**src/design/irqc_pkg.sv**
```systemverilog
// Constants, types and register map of the interrupt request controller.
// Assumes a 125 MHz clock with four clock phases to one instruction cycle.
package irqc_pkg;

	localparam int unsigned ADDR_W = 3;
	localparam int unsigned PC_W = 13;

	// Register offsets on the plain register port
	localparam logic [ADDR_W-1:0] OFF_CTL = 3'h0;
	localparam logic [ADDR_W-1:0] OFF_PCM = 3'h1;
	localparam logic [ADDR_W-1:0] OFF_PFL = 3'h2;
	localparam logic [ADDR_W-1:0] OFF_PEN = 3'h3;
	localparam logic [ADDR_W-1:0] OFF_CFG = 3'h4;

	// Bits of interrupt_control_status
	localparam int unsigned B_GLOBAL_EN = 7;
	localparam int unsigned B_PERIPH_EN = 6;
	localparam int unsigned B_T0_EN = 5;
	localparam int unsigned B_PIN_EN = 4;
	localparam int unsigned B_CHG_EN = 3;
	localparam int unsigned B_T0_FLAG = 2;
	localparam int unsigned B_PIN_FLAG = 1;
	localparam int unsigned B_CHG_FLAG = 0;
	// Bit of the configuration register
	localparam int unsigned B_EDGE = 0;

	localparam logic [7:0] CTL_RST = 8'h00;
	localparam logic [7:0] PCM_RST = 8'h00;
	localparam logic [7:0] PFL_RST = 8'h00;
	localparam logic [7:0] PEN_RST = 8'h00;
	localparam logic [7:0] CFG_RST = 8'h00;
	localparam logic [7:0] PFL_IMPL = 8'hFD;
	localparam logic [7:0] CFG_IMPL = 8'h01;
	localparam logic [7:0] RD_NONE = 8'h00;

	localparam logic [PC_W-1:0] VECTOR = 13'h0004;
	localparam logic [7:0] T0_MAX = 8'hFF;
	localparam logic [7:0] T0_MIN = 8'h00;

	// Latency in instruction cycles, and in clocks
	localparam int unsigned PHASES = 4;
	localparam int unsigned LAT_TCY = 3;
	localparam int unsigned LAT_CYC = LAT_TCY * PHASES;
	localparam int unsigned LCNT_W = $clog2(LAT_CYC);

	typedef enum logic [1:0] {PH_FIRST, PH_SECOND, PH_THIRD, PH_FOURTH} irqc_phase_t;
	typedef enum logic {LS_IDLE, LS_ARMED} irqc_lat_t;

	typedef struct packed {
		logic take;
		logic [PC_W-1:0] addr;
	} irqc_vec_t;

endpackage : irqc_pkg

```
**src/design/irqc_edge.sv**
```systemverilog
// Per-bit rising and falling edge detector on synchronous inputs.
// Assumes inputs already synchronous to clk.
`timescale 1ns/1ns
module irqc_edge #(
	parameter int unsigned W = 1
) (
	input wire logic clk,
	input wire logic sys_rst,
	input wire logic ce,
	input wire logic [W-1:0] d,
	output logic [W-1:0] rise,
	output logic [W-1:0] fall
);

	logic [W-1:0] prev_r;

	always_ff @(posedge clk or posedge sys_rst) begin
		if (sys_rst) begin
			prev_r <= '0;
		end else if (ce) begin
			prev_r <= d;
		end
	end

	for (genvar i = 0; i < W; i++) begin : g_bit
		assign rise[i] = ce & d[i] & ~prev_r[i];
		assign fall[i] = ce & ~d[i] & prev_r[i];
	end

endmodule : irqc_edge

```
**src/design/irqc_phase.sv**
```systemverilog
// Four-phase sequencer marking the clock phases of an instruction cycle.
// Assumes the core shares this phase count.
`timescale 1ns/1ns
module irqc_phase
	import irqc_pkg::*;
(
	input wire logic clk,
	input wire logic sys_rst,
	input wire logic ce,
	output irqc_phase_t phase_r
);

	always_ff @(posedge clk or posedge sys_rst) begin
		if (sys_rst) begin
			phase_r <= PH_FIRST;
		end else if (ce) begin
			case (phase_r)
				PH_FIRST: phase_r <= PH_SECOND;
				PH_SECOND: phase_r <= PH_THIRD;
				PH_THIRD: phase_r <= PH_FOURTH;
				PH_FOURTH: phase_r <= PH_FIRST;
				default: phase_r <= PH_FIRST;
			endcase
		end
	end

endmodule : irqc_phase

```
**src/design/irqc_top.sv**
```systemverilog
// Interrupt request controller: flags, enables, latency and vectoring.
// Assumes a core that pushes the PC when vec_r.take pulses and runs
// return_from_handler as a one-cycle strobe; inputs are synchronous.
//
// Operation
// - Global enable set lets enabled interrupts in; clear blocks all.
// - Every reset clears the global enable.
// - Return-from-handler sets the global enable again.
// - Servicing clears global enable, pushes return address, vectors to 0004h.
// - Event-to-vector latency three to four instruction cycles.
// - Flags set by their events whatever the enables say.
// - Clearing global enable cancels an interrupt due next; it stays pending.
// - External pin edge polarity follows the edge-select bit.
// - Valid external edge sets its flag; its enable masks it.
// - Enabled pending flag wakes the core whatever the global enable.
// - Timer-0 rollover FFh to 00h sets its flag; its enable gates it.
// - Masked port pin change sets the port-change flag.
// - Change during a port read at second phase start may be missed.
// - Requests are sampled at first phase of each instruction cycle.
// - Control register: enables bits 7 to 3, flags bits 2 to 0.
// - Peripheral flags and enables share bit positions in two registers.
// - Each individual enable masks only its own source.
// - Only the return address is saved on entry.
`timescale 1ns/1ns
module irqc_top
	import irqc_pkg::*;
#(
	parameter int unsigned PORT_W = 6
) (
	input wire logic clk,
	input wire logic sys_rst,
	input wire logic ce,
	input wire logic [ADDR_W-1:0] reg_addr,
	input wire logic [7:0] reg_wdata,
	input wire logic reg_wr,
	input wire logic reg_rd,
	output logic [7:0] reg_rdata_r,
	input wire logic external_interrupt_pin,
	input wire logic [PORT_W-1:0] port_pins,
	input wire logic port_read,
	input wire logic [7:0] timer0_count,
	input wire logic [7:0] periph_evt,
	input wire logic return_from_handler,
	output logic irq_req,
	output logic wake,
	output irqc_vec_t vec_r
);

	if (PORT_W < 1 || PORT_W > 8) begin : g_bad_width
		$error("PORT_W must be 1 to 8");
	end

	localparam logic [7:0] PCM_IMPL = 8'((1 << PORT_W) - 1);

	function automatic logic hit(
		input logic [ADDR_W-1:0] a,
		input logic [ADDR_W-1:0] off,
		input logic strobe
	);
		return strobe && (a == off);
	endfunction : hit

	logic [7:0] ctl_r;
	logic [7:0] pcm_r;
	logic [7:0] pfl_r;
	logic [7:0] pen_r;
	logic [7:0] cfg_r;
	logic [7:0] t0_prev_r;
	irqc_phase_t phase_r;
	irqc_lat_t lat_st_r;
	logic [LCNT_W-1:0] lat_cnt_r;
	logic ext_rise;
	logic ext_fall;
	logic [PORT_W-1:0] port_rise;
	logic [PORT_W-1:0] port_fall;
	logic [PORT_W-1:0] port_chg;
	logic ext_evt;
	logic port_evt;
	logic t0_evt;
	logic [7:0] per_evt;
	logic ph_first;
	logic ph_second;
	logic wr_ctl;
	logic ge_clr_now;
	logic main_hit;
	logic per_hit;
	logic pend;
	logic take_nxt;

	irqc_phase u_phase (
		.clk(clk),
		.sys_rst(sys_rst),
		.ce(ce),
		.phase_r(phase_r)
	);

	irqc_edge #(.W(1)) u_ext_edge (
		.clk(clk),
		.sys_rst(sys_rst),
		.ce(ce),
		.d(external_interrupt_pin),
		.rise(ext_rise),
		.fall(ext_fall)
	);

	irqc_edge #(.W(PORT_W)) u_port_edge (
		.clk(clk),
		.sys_rst(sys_rst),
		.ce(ce),
		.d(port_pins),
		.rise(port_rise),
		.fall(port_fall)
	);

	assign ph_first = (phase_r == PH_FIRST);
	assign ph_second = (phase_r == PH_SECOND);
	assign wr_ctl = hit(reg_addr, OFF_CTL, reg_wr);
	assign ge_clr_now = wr_ctl && !reg_wdata[B_GLOBAL_EN];

	// Event detection
	assign ext_evt = cfg_r[B_EDGE] ? ext_rise : ext_fall;
	assign port_chg = port_rise | port_fall;
	// A read at the start of the second phase masks a coincident change
	assign port_evt = |(port_chg & pcm_r[PORT_W-1:0]) && !(port_read && ph_second);
	assign t0_evt = ce && (t0_prev_r == T0_MAX) && (timer0_count == T0_MIN);
	assign per_evt = ce ? (periph_evt & PFL_IMPL) : 8'h00;

	always_ff @(posedge clk or posedge sys_rst) begin
		if (sys_rst) begin
			t0_prev_r <= T0_MIN;
		end else if (ce) begin
			t0_prev_r <= timer0_count;
		end
	end

	// Main control register; later assignments win
	always_ff @(posedge clk or posedge sys_rst) begin
		if (sys_rst) begin
			ctl_r <= CTL_RST;
		end else if (ce) begin
			if (wr_ctl) begin
				ctl_r <= reg_wdata;
			end
			if (take_nxt) begin
				ctl_r[B_GLOBAL_EN] <= 1'b0;
			end else if (return_from_handler) begin
				ctl_r[B_GLOBAL_EN] <= 1'b1;
			end
			// Hardware set beats a same-cycle software clear
			if (t0_evt) begin
				ctl_r[B_T0_FLAG] <= 1'b1;
			end
			if (ext_evt) begin
				ctl_r[B_PIN_FLAG] <= 1'b1;
			end
			if (port_evt) begin
				ctl_r[B_CHG_FLAG] <= 1'b1;
			end
		end
	end

	always_ff @(posedge clk or posedge sys_rst) begin
		if (sys_rst) begin
			pcm_r <= PCM_RST;
		end else if (ce && hit(reg_addr, OFF_PCM, reg_wr)) begin
			pcm_r <= reg_wdata & PCM_IMPL;
		end
	end

	// Peripheral flags, set wins over clear
	always_ff @(posedge clk or posedge sys_rst) begin
		if (sys_rst) begin
			pfl_r <= PFL_RST;
		end else if (ce) begin
			if (hit(reg_addr, OFF_PFL, reg_wr)) begin
				pfl_r <= (reg_wdata & PFL_IMPL) | per_evt;
			end else begin
				pfl_r <= pfl_r | per_evt;
			end
		end
	end

	always_ff @(posedge clk or posedge sys_rst) begin
		if (sys_rst) begin
			pen_r <= PEN_RST;
		end else if (ce && hit(reg_addr, OFF_PEN, reg_wr)) begin
			pen_r <= reg_wdata & PFL_IMPL;
		end
	end

	always_ff @(posedge clk or posedge sys_rst) begin
		if (sys_rst) begin
			cfg_r <= CFG_RST;
		end else if (ce && hit(reg_addr, OFF_CFG, reg_wr)) begin
			cfg_r <= reg_wdata & CFG_IMPL;
		end
	end

	// Request combination
	assign main_hit = |(ctl_r[B_T0_EN:B_CHG_EN] & ctl_r[B_T0_FLAG:B_CHG_FLAG]);
	assign per_hit = ctl_r[B_PERIPH_EN] && |(pfl_r & pen_r);
	assign pend = main_hit || per_hit;
	assign irq_req = ctl_r[B_GLOBAL_EN] && pend;
	assign wake = pend;

	// Latency sequencer: armed at first phase, vectors three cycles later
	always_ff @(posedge clk or posedge sys_rst) begin
		if (sys_rst) begin
			lat_st_r <= LS_IDLE;
			lat_cnt_r <= '0;
		end else if (ce) begin
			case (lat_st_r)
				LS_IDLE: begin
					if (ph_first && irq_req) begin
						lat_st_r <= LS_ARMED;
						lat_cnt_r <= LCNT_W'(LAT_CYC - 1);
					end
				end
				LS_ARMED: begin
					if (!irq_req || ge_clr_now || lat_cnt_r == '0) begin
						lat_st_r <= LS_IDLE;
					end else begin
						lat_cnt_r <= lat_cnt_r - 1'b1;
					end
				end
				default: lat_st_r <= LS_IDLE;
			endcase
		end
	end

	assign take_nxt = ce && lat_st_r == LS_ARMED && lat_cnt_r == '0 && irq_req && !ge_clr_now;

	// Vector strobe carries only the target; the core pushes its PC
	always_ff @(posedge clk or posedge sys_rst) begin
		if (sys_rst) begin
			vec_r <= '0;
		end else if (ce) begin
			vec_r.take <= take_nxt;
			if (take_nxt) begin
				vec_r.addr <= VECTOR;
			end
		end
	end

	// Read port, data in the following cycle
	always_ff @(posedge clk or posedge sys_rst) begin
		if (sys_rst) begin
			reg_rdata_r <= RD_NONE;
		end else if (ce) begin
			reg_rdata_r <= RD_NONE;
			if (reg_rd) begin
				case (reg_addr)
					OFF_CTL: reg_rdata_r <= ctl_r;
					OFF_PCM: reg_rdata_r <= pcm_r;
					OFF_PFL: reg_rdata_r <= pfl_r;
					OFF_PEN: reg_rdata_r <= pen_r;
					OFF_CFG: reg_rdata_r <= cfg_r;
					default: reg_rdata_r <= RD_NONE;
				endcase
			end
		end
	end
endmodule : irqc_top

```
**config.mk**
```make
export PLATFORM = sky130hd
export DESIGN_NAME = irqc_top
export DESIGN_NICKNAME = d
export VERILOG_FILES = /design/src/design/irqc_pkg.sv /design/src/design/irqc_edge.sv /design/src/design/irqc_phase.sv /design/src/design/irqc_top.sv
export SDC_FILE = /design/constraint.sdc
export NUM_CORES = 1
export LEC_CHECK = 0
export BUFFER_PORTS_ARGS = -buffer_cell sky130_fd_sc_hd__buf_2
export CAP_MARGIN = 20
export CORE_UTILIZATION = 59
export DETAILED_ROUTE_END_ITERATION = 16
export GPL_TIMING_DRIVEN = 0
export HOLD_SLACK_MARGIN = 0.12
export PLACE_DENSITY = 0.95
export REMOVE_ABC_BUFFERS = 1
export SYNTH_ARGS = -nofsm -noshare
export SYNTH_HDL_FRONTEND = slang
export SYNTH_SLANG_ARGS = --single-unit
```
**constraint.sdc**
```tcl
create_clock -name clk -period 6.04 [get_ports clk]
set_clock_uncertainty 0.2 [all_clocks]
set_input_delay 1.208 -clock clk [delete_from_list [all_inputs] [get_ports clk]]
set_output_delay 1.208 -clock clk [all_outputs]
set_load 0.02 [all_outputs]
```
* Word-level counts from Yosys, hierarchy flattened *
Cells that the tools add are included.

word-level totals
  logic and storage cells = 141
  output and inout port bits = 24
  register bits after elaboration = 62

cells by class
  eq/ne operators = 10
  reduce and logical (&&, ||, !) cells = 45
  mux-type cells = 18
  bitwise gates (word level) = 49
  add/sub/neg operators = 1

operators with widths
  operator              number
  $pmux W8 S5           1
  $mux W8               4
  $and A1 B1 Y1         28
  $logic_and A1 B1 Y1   20
  $or A8 B8 Y8          2
  $not A1 Y1            15
  $reduce_and A2 Y1     6
  $and A8 B8 Y8         1
  $eq A8 B8 Y1 const B  1
  $logic_not A8 Y1      1
  $mux W1               8
  $mux W4               2
  $pmux W2 S4           1
  $pmux W4 S2           1
  $reduce_or A8 Y1      1
  $and A6 B6 Y6         1
  $eq A3 B2 Y1 const B  2
  $or A6 B6 Y6          1
  $reduce_bool A2 Y1    3
  $reduce_or A6 Y1      1
  $eq A2 B2 Y1 const B  2
  $logic_not A1 Y1      4
  $logic_not A4 Y1      1
  $ne A2 B2 Y1 const B  2
  12 further kinds      14

* Logic depth before layout (Yosys ltp) *
Gate-level depths: netlist (run 1).

  depth after elaboration = 10
  mapped depth = 6
  mapped depth without buffers = 6

* Hierarchy *
From an unflattened synthesis (run 1), not the netlist that was laid out.

second synthesis, totals
  cells, all modules = 272
  area, all modules = 3,194.3 µm²

by module, submodules not included
  module                    area each (µm²)  times used  cells each  seq. area each (µm²)
  irqc_top                  2,647.5          1           229         1,301.2
  irqc_edge at u_port_edge  377.9            1           27          150.1
  irqc_phase                105.1            1           11          50.0
  irqc_edge at u_ext_edge   63.8             1           5           25.0

* Worst setup path after synthesis (run 1) *
No wires, ideal clock.

  path kind = register to output
  from = reg ctl_r[2]
  to = out irq_req
  arrival = 1.335 ns
  setup slack = 3.297 ns
  required time = 4.632 ns
  cell stages (with the launch flop) = 3
  path through = dfrtp_1 > a222oi_1 > a21boi_0

between the ends
  longest elaborated chain between the ends = 4

RTL lines
  item                      RTL line         text
  start: declaration        irqc_top.sv:63   logic [7:0] ctl_r;
  start signal: assignment  irqc_top.sv:142  ctl_r <= reg_wdata;
  $and A3 B3 Y3             irqc_top.sv:200  assign main_hit = |(ctl_r[B_T0_EN:B_CHG_EN] & ctl_r[B_T0_FLAG:B_CHG_FLAG]);
  $reduce_or A3 Y1          irqc_top.sv:200
  $logic_or A1 B1 Y1        irqc_top.sv:202  assign pend = main_hit || per_hit;
  $logic_and A1 B1 Y1       irqc_top.sv:203  assign irq_req = ctl_r[B_GLOBAL_EN] && pend;
  end: declaration          irqc_top.sv:44   output logic irq_req,

Every way passes these cells.

* Worst setup path after layout (run 1) *
Same ends and word-level chain as after synthesis.

==> results.py, run 1 <==
metrics = {
    "outcome": {
        "outcome": "complete, no violations",
    },
    "power": {
        "power.density_mw_per_mm2": 335,
        "internal_power_uw": 845,
        "p_clk_share_pct": 31.0,
        "p_seq_share_pct": 44.1,
        "p_sw_share_pct": 31.0,
        "leakagePower_uw": 0.00170,
        "combPwrFrac_pct": 24.9,
        "ir_worst_vdd_v": 0.000196,
        "switchingPower_uw": 380,
    },
    "placed_design": {
        "dpl_cell_area_sq_mm": 0.00344,
        "globalplace.congestion": 0.799,
        "placement.io_buffers": 51,
        "place_hpwl_um": 4690,
        "place_ws_ps": 2350,
    },
    "flow_run": {
        "cap_violations": 0,
    },
    "die": {
        "core-area_sq_mm": 0.00514,
        "die_area_sq_mm": 0.00564,
        "die_x_um": 75.1,
        "num_io_pins": 65,
        "initial_core_util_pct": 61.4,
        "die_h_um": 75.1,
        "rows": 26,
    },
    "synth": {
        "netlist_top_cells_area": "dfrtp_1, mux2_2, mux4_2",
        "synth_cells": 272,
        "synth_ff_type": "dfrtp_1",
        "synth_commonest_cells": "dfrtp_1, mux2_2, inv_1, nand2_1, buf_4",
        "synth_top_area_share_pct": 48.4,
        "synth_area_sq_mm": 0.00316,
        "yosysTopAreaCell": "dfrtp_1",
        "ys_seq_area_share_pct": 48.4,
        "synthArstFlopShare_pct": 100,
        "syn_area_per_cell_sq_um": 11.6,
        "synth_warnings": 0,
        "ys_ff_latch": 61,
        "yosysUniqueCellTypes": 50,
        "synth.most_common_cell": "dfrtp_1",
        "synth_edf_count": 0,
    },
    "detailed_routing": {
        "ant_nets": 0,
        "wl_per_cell_um": 16.5,
        "vias": 2339,
        "drtIter0Drc": 194,
        "drc": 0,
        "avgViaCountPerCell": 5.83,
        "wl_um": 6610,
        "first_pass_iters": 4,
    },
    "clock_tree": {
        "cts_max_level": 3,
        "clk_latency_ps": 350,
        "cts_max_path_buffers": 2,
        "clkTransAtPathRegs_ps": 70,
        "cts_buffers": 9,
        "clock_sinks": 61,
        "cts_resized": 0,
        "cts_setup_buffers": 0,
        "cts_tree": "done",
        "cts_hold_buf": 0,
        "root_buffer": "clkbuf_8",
    },
    "cells_and_area": {
        "antenna_cells": 0,
        "nFillCells": 374,
        "stdcell_area_sq_mm": 0.00365,
        "syn2layout_area_growth_pct": 15.7,
        "final_util_pct": 71.0,
        "layout-drive-gt1-share_pct": 35.0,
        "nets": 372,
    },
    "global_route": {
        "grt_pass1_wl_um": 10600,
        "gr-total-overflow": 0,
        "grtUsageMet1_pct": 32.7,
        "met3_usage_pct": 5.76,
        "grt_pass1_vias": 2236,
        "use_met2_pct": 43.3,
        "grt_max_degree": 48,
        "top_usage_layer": "met2",
        "grt_usage_pct": 26.2,
        "grt_antenna_before_repair": 0,
    },
    "timing": {
        "maxSlewViolCount": 0,
        "max_freq_mhz": 285,
        "tightest_slew_ps": 933,
        "finalWorstSetupSlack_ps": 2530,
        "finalCritPeriodShare_pct": 58.0,
        "finalSetupTns_ps": 0,
        "setup_violations": 0,
        "final-hold-violation-count": 0,
        "relSlewSlack_pct": 37.8,
        "rsz0062_at_grt": "no",
        "min_period_ps": 3510,
    },
    "critical_path": {
        "path_max_fanout": 6,
        "cp.required_ps": 4630,
        "arrival_ps": 2100,
        "startpoint_type": "flop",
        "cp-end-kind": "primary output",
        "crit_type": "flop to primary output",
    },
    "min_path": {
        "hold_path_class": "flop to flop",
    },
}
## cell type report
cell class              count  area, sq um  share of cell area, %
inverters                  24         90.1                   2.47
clock inverters             3         42.5                   1.17
flip-flops and latches     61         1530                   41.8
repair buffers             53          283                   7.75
well taps                  70         87.6                   2.40
clock buffers              13          169                   4.63
multi-input cells         177         1450                   39.8
## flip-flops by register name, indices dropped and copies added (netlist names), 4 cells and up
name / cells
lat_cnt_r: 4
pcm_r: 6
reg_rdata_r: 8
ctl_r: 8
u_port_edge.prev_r: 6
pen_r: 7
pfl_r: 7
t0_prev_r: 8
## per-layer routing
metal,wire length [um],share of wire (%)
met1,2740,41
met2,3310,50
met3,379,5.7
met4,176,2.7
met5,0,0
## power groups by stage
stage | registers (uW) | logic, uW | clock network (uW)
final | 540 | 305 | 379
after global placement | 538 | 285 | 0
after detailed placement | 545 | 302 | 0
after floorplan | 536 | 212 | 0
after CTS | 538 | 305 | 383
after global routing | 551 | 340 | 399
## placed cells by master, fill, tap and decap left out, types with 2 or more instances in the layout
cell type / n
conb_1: 12
nor2_1: 7
nor4bb_1: 2
mux2_2: 36
o21ai_0: 7
ha_1: 5
a211oi_1: 2
nand3b_1: 2
o22ai_1: 8
nor2b_1: 5
mux4_2: 5
nor4_1: 2
nand2b_1: 2
xor2_1: 6
and3_1: 2
a21oi_1: 2
a41o_1: 2
nand3_1: 2
buf_2: 51
nor4b_1: 2
mux2i_1: 9
dfrtp_1: 61
nand2_1: 21
a22oi_1: 8
clkbuf_8: 12
inv_1: 23
a222oi_1: 4
nand4_1: 3
a211o_1: 2
## critical path, stage by stage (launching register included)
cell	delay, ps
dfrtp_1	410
a222oi_1	850
a21boi_0	260
buf_2	240
## per-stage QoR
stage          power [uW]  std cells  hold WS (ps)
4_1_cts              1230        401           303
3_3_place_gp          823        383           249
3_5_place_dp          847        385           288
6_report             1220        401           298
5_1_grt              1290        401           317
2_1_floorplan         748        262           271
## cell families after synthesis
family,Yosys count,synth area share (%)
flops,61,48.4
simple gates,57,10.3
mux,50,19.3
compound gates,47,11.3
buf+inv,45,6.90
xor+xnor,6,1.67
fa+ha+maj,5,1.98
other cells,1,0.119
## final timing paths
check / startpoint / to / slack [ps] / cells after the start
max in group asynchronous: sys_rst / pfl_r[4] / 4290 / 3
min reg2reg: t0_prev_r[4] / t0_prev_r[4] / 300 / 1
max: ctl_r[2] / irq_req / 2530 / 3
min in group asynchronous: sys_rst / t0_prev_r[5] / 750 / 2
min: t0_prev_r[4] / t0_prev_r[4] / 300 / 1
max reg2reg: ctl_r[2] / lat_cnt_r[0] / 3700 / 3
Note: power is estimated with default switching activity, not from simulation.
==> inputs of run 2 (changes only) <==
--- a/config.mk
+++ b/config.mk
@@ -7,11 +7,11 @@
 export LEC_CHECK = 0
 export BUFFER_PORTS_ARGS = -buffer_cell sky130_fd_sc_hd__buf_2
 export CAP_MARGIN = 20
-export CORE_UTILIZATION = 59
+export CORE_UTILIZATION = 55
 export DETAILED_ROUTE_END_ITERATION = 16
 export GPL_TIMING_DRIVEN = 0
 export HOLD_SLACK_MARGIN = 0.12
-export PLACE_DENSITY = 0.95
+export PLACE_DENSITY = 0.9
 export REMOVE_ABC_BUFFERS = 1
 export SYNTH_ARGS = -nofsm -noshare
 export SYNTH_HDL_FRONTEND = slang
==> constraint.sdc (replaced) <==
create_clock -name clk -period 3.3 [get_ports clk]
set_clock_uncertainty 0.2 [all_clocks]
set_input_delay 0.66 -clock clk [delete_from_list [all_inputs] [get_ports clk]]
set_output_delay 0.66 -clock clk [all_outputs]
set_load 0.02 [all_outputs]
==> results.py, run 2 (synthesized netlist as in run 1, its figures left out) <==
metrics = {
    "outcome": {
        "outcome": "complete, no violations",
    },
    "timing": {
        "setup_violations": 0,
        "min_period_ps": 2890,
        "max_freq_mhz": 346,
        "maxSlewViolCount": 0,
        "relSlewSlack_pct": 41.7,
        "rsz0062_at_grt": "no",
        "finalCritPeriodShare_pct": 87.5,
        "fin_hold_ws_ps": 135,
        "final-hold-violation-count": 0,
        "tightest_slew_ps": 874,
    },
    "critical_path": {
        "r2r-start": "ctl_r[2]",
        "cp-startpoint": "ce",
        "cp-end-kind": "flop",
        "cp.required_ps": 3320,
        "path_max_fanout": 47,
        "crit_type": "primary input to flop",
        "startpoint_type": "primary input",
        "arrival_ps": 2900,
    },
    "detailed_routing": {
        "drc": 0,
        "drtIter0Drc": 204,
        "wl_per_cell_um": 16.2,
        "wl_met1_um": 2910,
        "wl_met2_um": 3090,
        "highest_layer": "met4",
        "avgViaCountPerCell": 5.68,
        "vias": 2267,
        "first_pass_iters": 4,
        "ant_nets": 0,
        "wl_um": 6460,
        "route.met3.wl_um": 361,
    },
    "die": {
        "core-area_sq_mm": 0.00551,
        "initial_core_util_pct": 57.3,
        "die_x_um": 77.7,
        "rows": 27,
        "die_h_um": 77.7,
        "die_area_sq_mm": 0.00604,
        "num_io_pins": 65,
    },
    "clock_tree": {
        "cts_buffers": 9,
        "clock_sinks": 61,
        "clkTransAtPathRegs_ps": 60,
        "clk_latency_ps": 330,
        "cts_max_level": 3,
        "cts_max_path_buffers": 2,
        "cts_setup_buffers": 0,
        "cts_resized": 0,
        "root_buffer": "clkbuf_8",
        "cts_tree": "done",
        "cts_hold_buf": 0,
    },
    "global_route": {
        "gr-total-overflow": 0,
        "grt_antenna_before_repair": 0,
        "grt_usage_pct": 23.8,
        "grt_pass1_wl_um": 10900,
        "grt_pass1_vias": 2319,
        "grt_max_degree": 48,
    },
    "power": {
        "ir_worst_vdd_v": 0.000370,
        "leakagePower_uw": 0.00166,
        "power.density_mw_per_mm2": 572,
    },
    "cells_and_area": {
        "final_cell_mix": "dfrtp_1, buf_2, mux2_2",
        "regArea_sq_mm": 0.00153,
        "nets": 372,
        "nFillCells": 447,
        "layout-drive-gt1-share_pct": 33.6,
        "final_common_cell": "dfrtp_1",
        "syn2layout_area_growth_pct": 13.4,
        "largestRegisters": "ctl_r (8), reg_rdata_r (8), t0_prev_r (8)",
        "multi_input_area_sq_mm": 0.00145,
        "antenna_cells": 0,
        "instances_no_fill": 399,
    },
    "placed_design": {
        "dp_cells": 387,
        "globalplace.congestion": 0.810,
        "placement.io_buffers": 51,
        "place_hpwl_um": 4620,
    },
    "flow_run": {
        "cap_violations": 0,
    },
    "min_path": {
        "hold_path_class": "primary input to asynchronous set/reset pin",
    },
}
run 2: cell count changes in the layout (fill, tap and decap cells not counted), sizes merged:
cell	delta
bufinv	-1
clkinv	-1
clkinvlp	-1
clkbuf	-1
run 2: worst paths after layout:
check | to | slack [ps] | cells after the start
min reg2reg | vec_r[2] | 300 | 1
max reg2reg | lat_cnt_r[1] | 1050 | 3
max in group asynchronous | pfl_r[3] | 2180 | 3
max | pfl_r[3] | 410 | 6
min in group clk | vec_r[2] | 300 | 1
min | t0_prev_r[1] | 130 | 2
run 2: layer usage:
| metal | vias to the layer above | GRT usage [%] |
|---|---|---|
| met3 | 10 | 8.35 |
| met1 | 1105 | 29.8 |
| li1 | 1077 | - |
| met5 | - | 0 |
| met4 | 0 | 8.49 |
| met2 | 75 | 38.2 |
run 2: cell type report:
cell class	count	share of cell area [%]
multi-input cells	177	40.6
repair buffers	53	7.90
well taps	72	2.52
clock buffers	12	3.78
inverters	24	2.52
flip-flops and latches	61	42.7
run 2: stage by stage:
step / util (%) / setup TNS, ps / total power [uW] / instance area [sq um] / setup WS (ps)
after floorplan: - / 0 / 1370 / 3070 / 927
after global placement: 62.0 / -450 / 1510 / 3410 / -78.8
after detailed placement: 62.5 / 0 / 1550 / 3440 / 239
after CTS: 65.0 / 0 / 2060 / 3580 / 434
after global routing: 65.0 / 0 / 2170 / 3580 / 226
final: 65.0 / 0 / 2050 / 3580 / 413
run 2: worst max-delay path, stage by stage:
cell and delay [ps]:
buf_2 650, nand3b_1 260, nor3b_1 770, buf_4 280, mux2i_1 180, nand2_1 70
run 2: power by group:
group | leakage (uW) | internal [uW] | switching, uW | total [uW]
Clock | 0.0000683 | 256 | 255 | 512
Sequential | 0.000715 | 883 | 103 | 986
Combinational | 0.000879 | 255 | 294 | 549
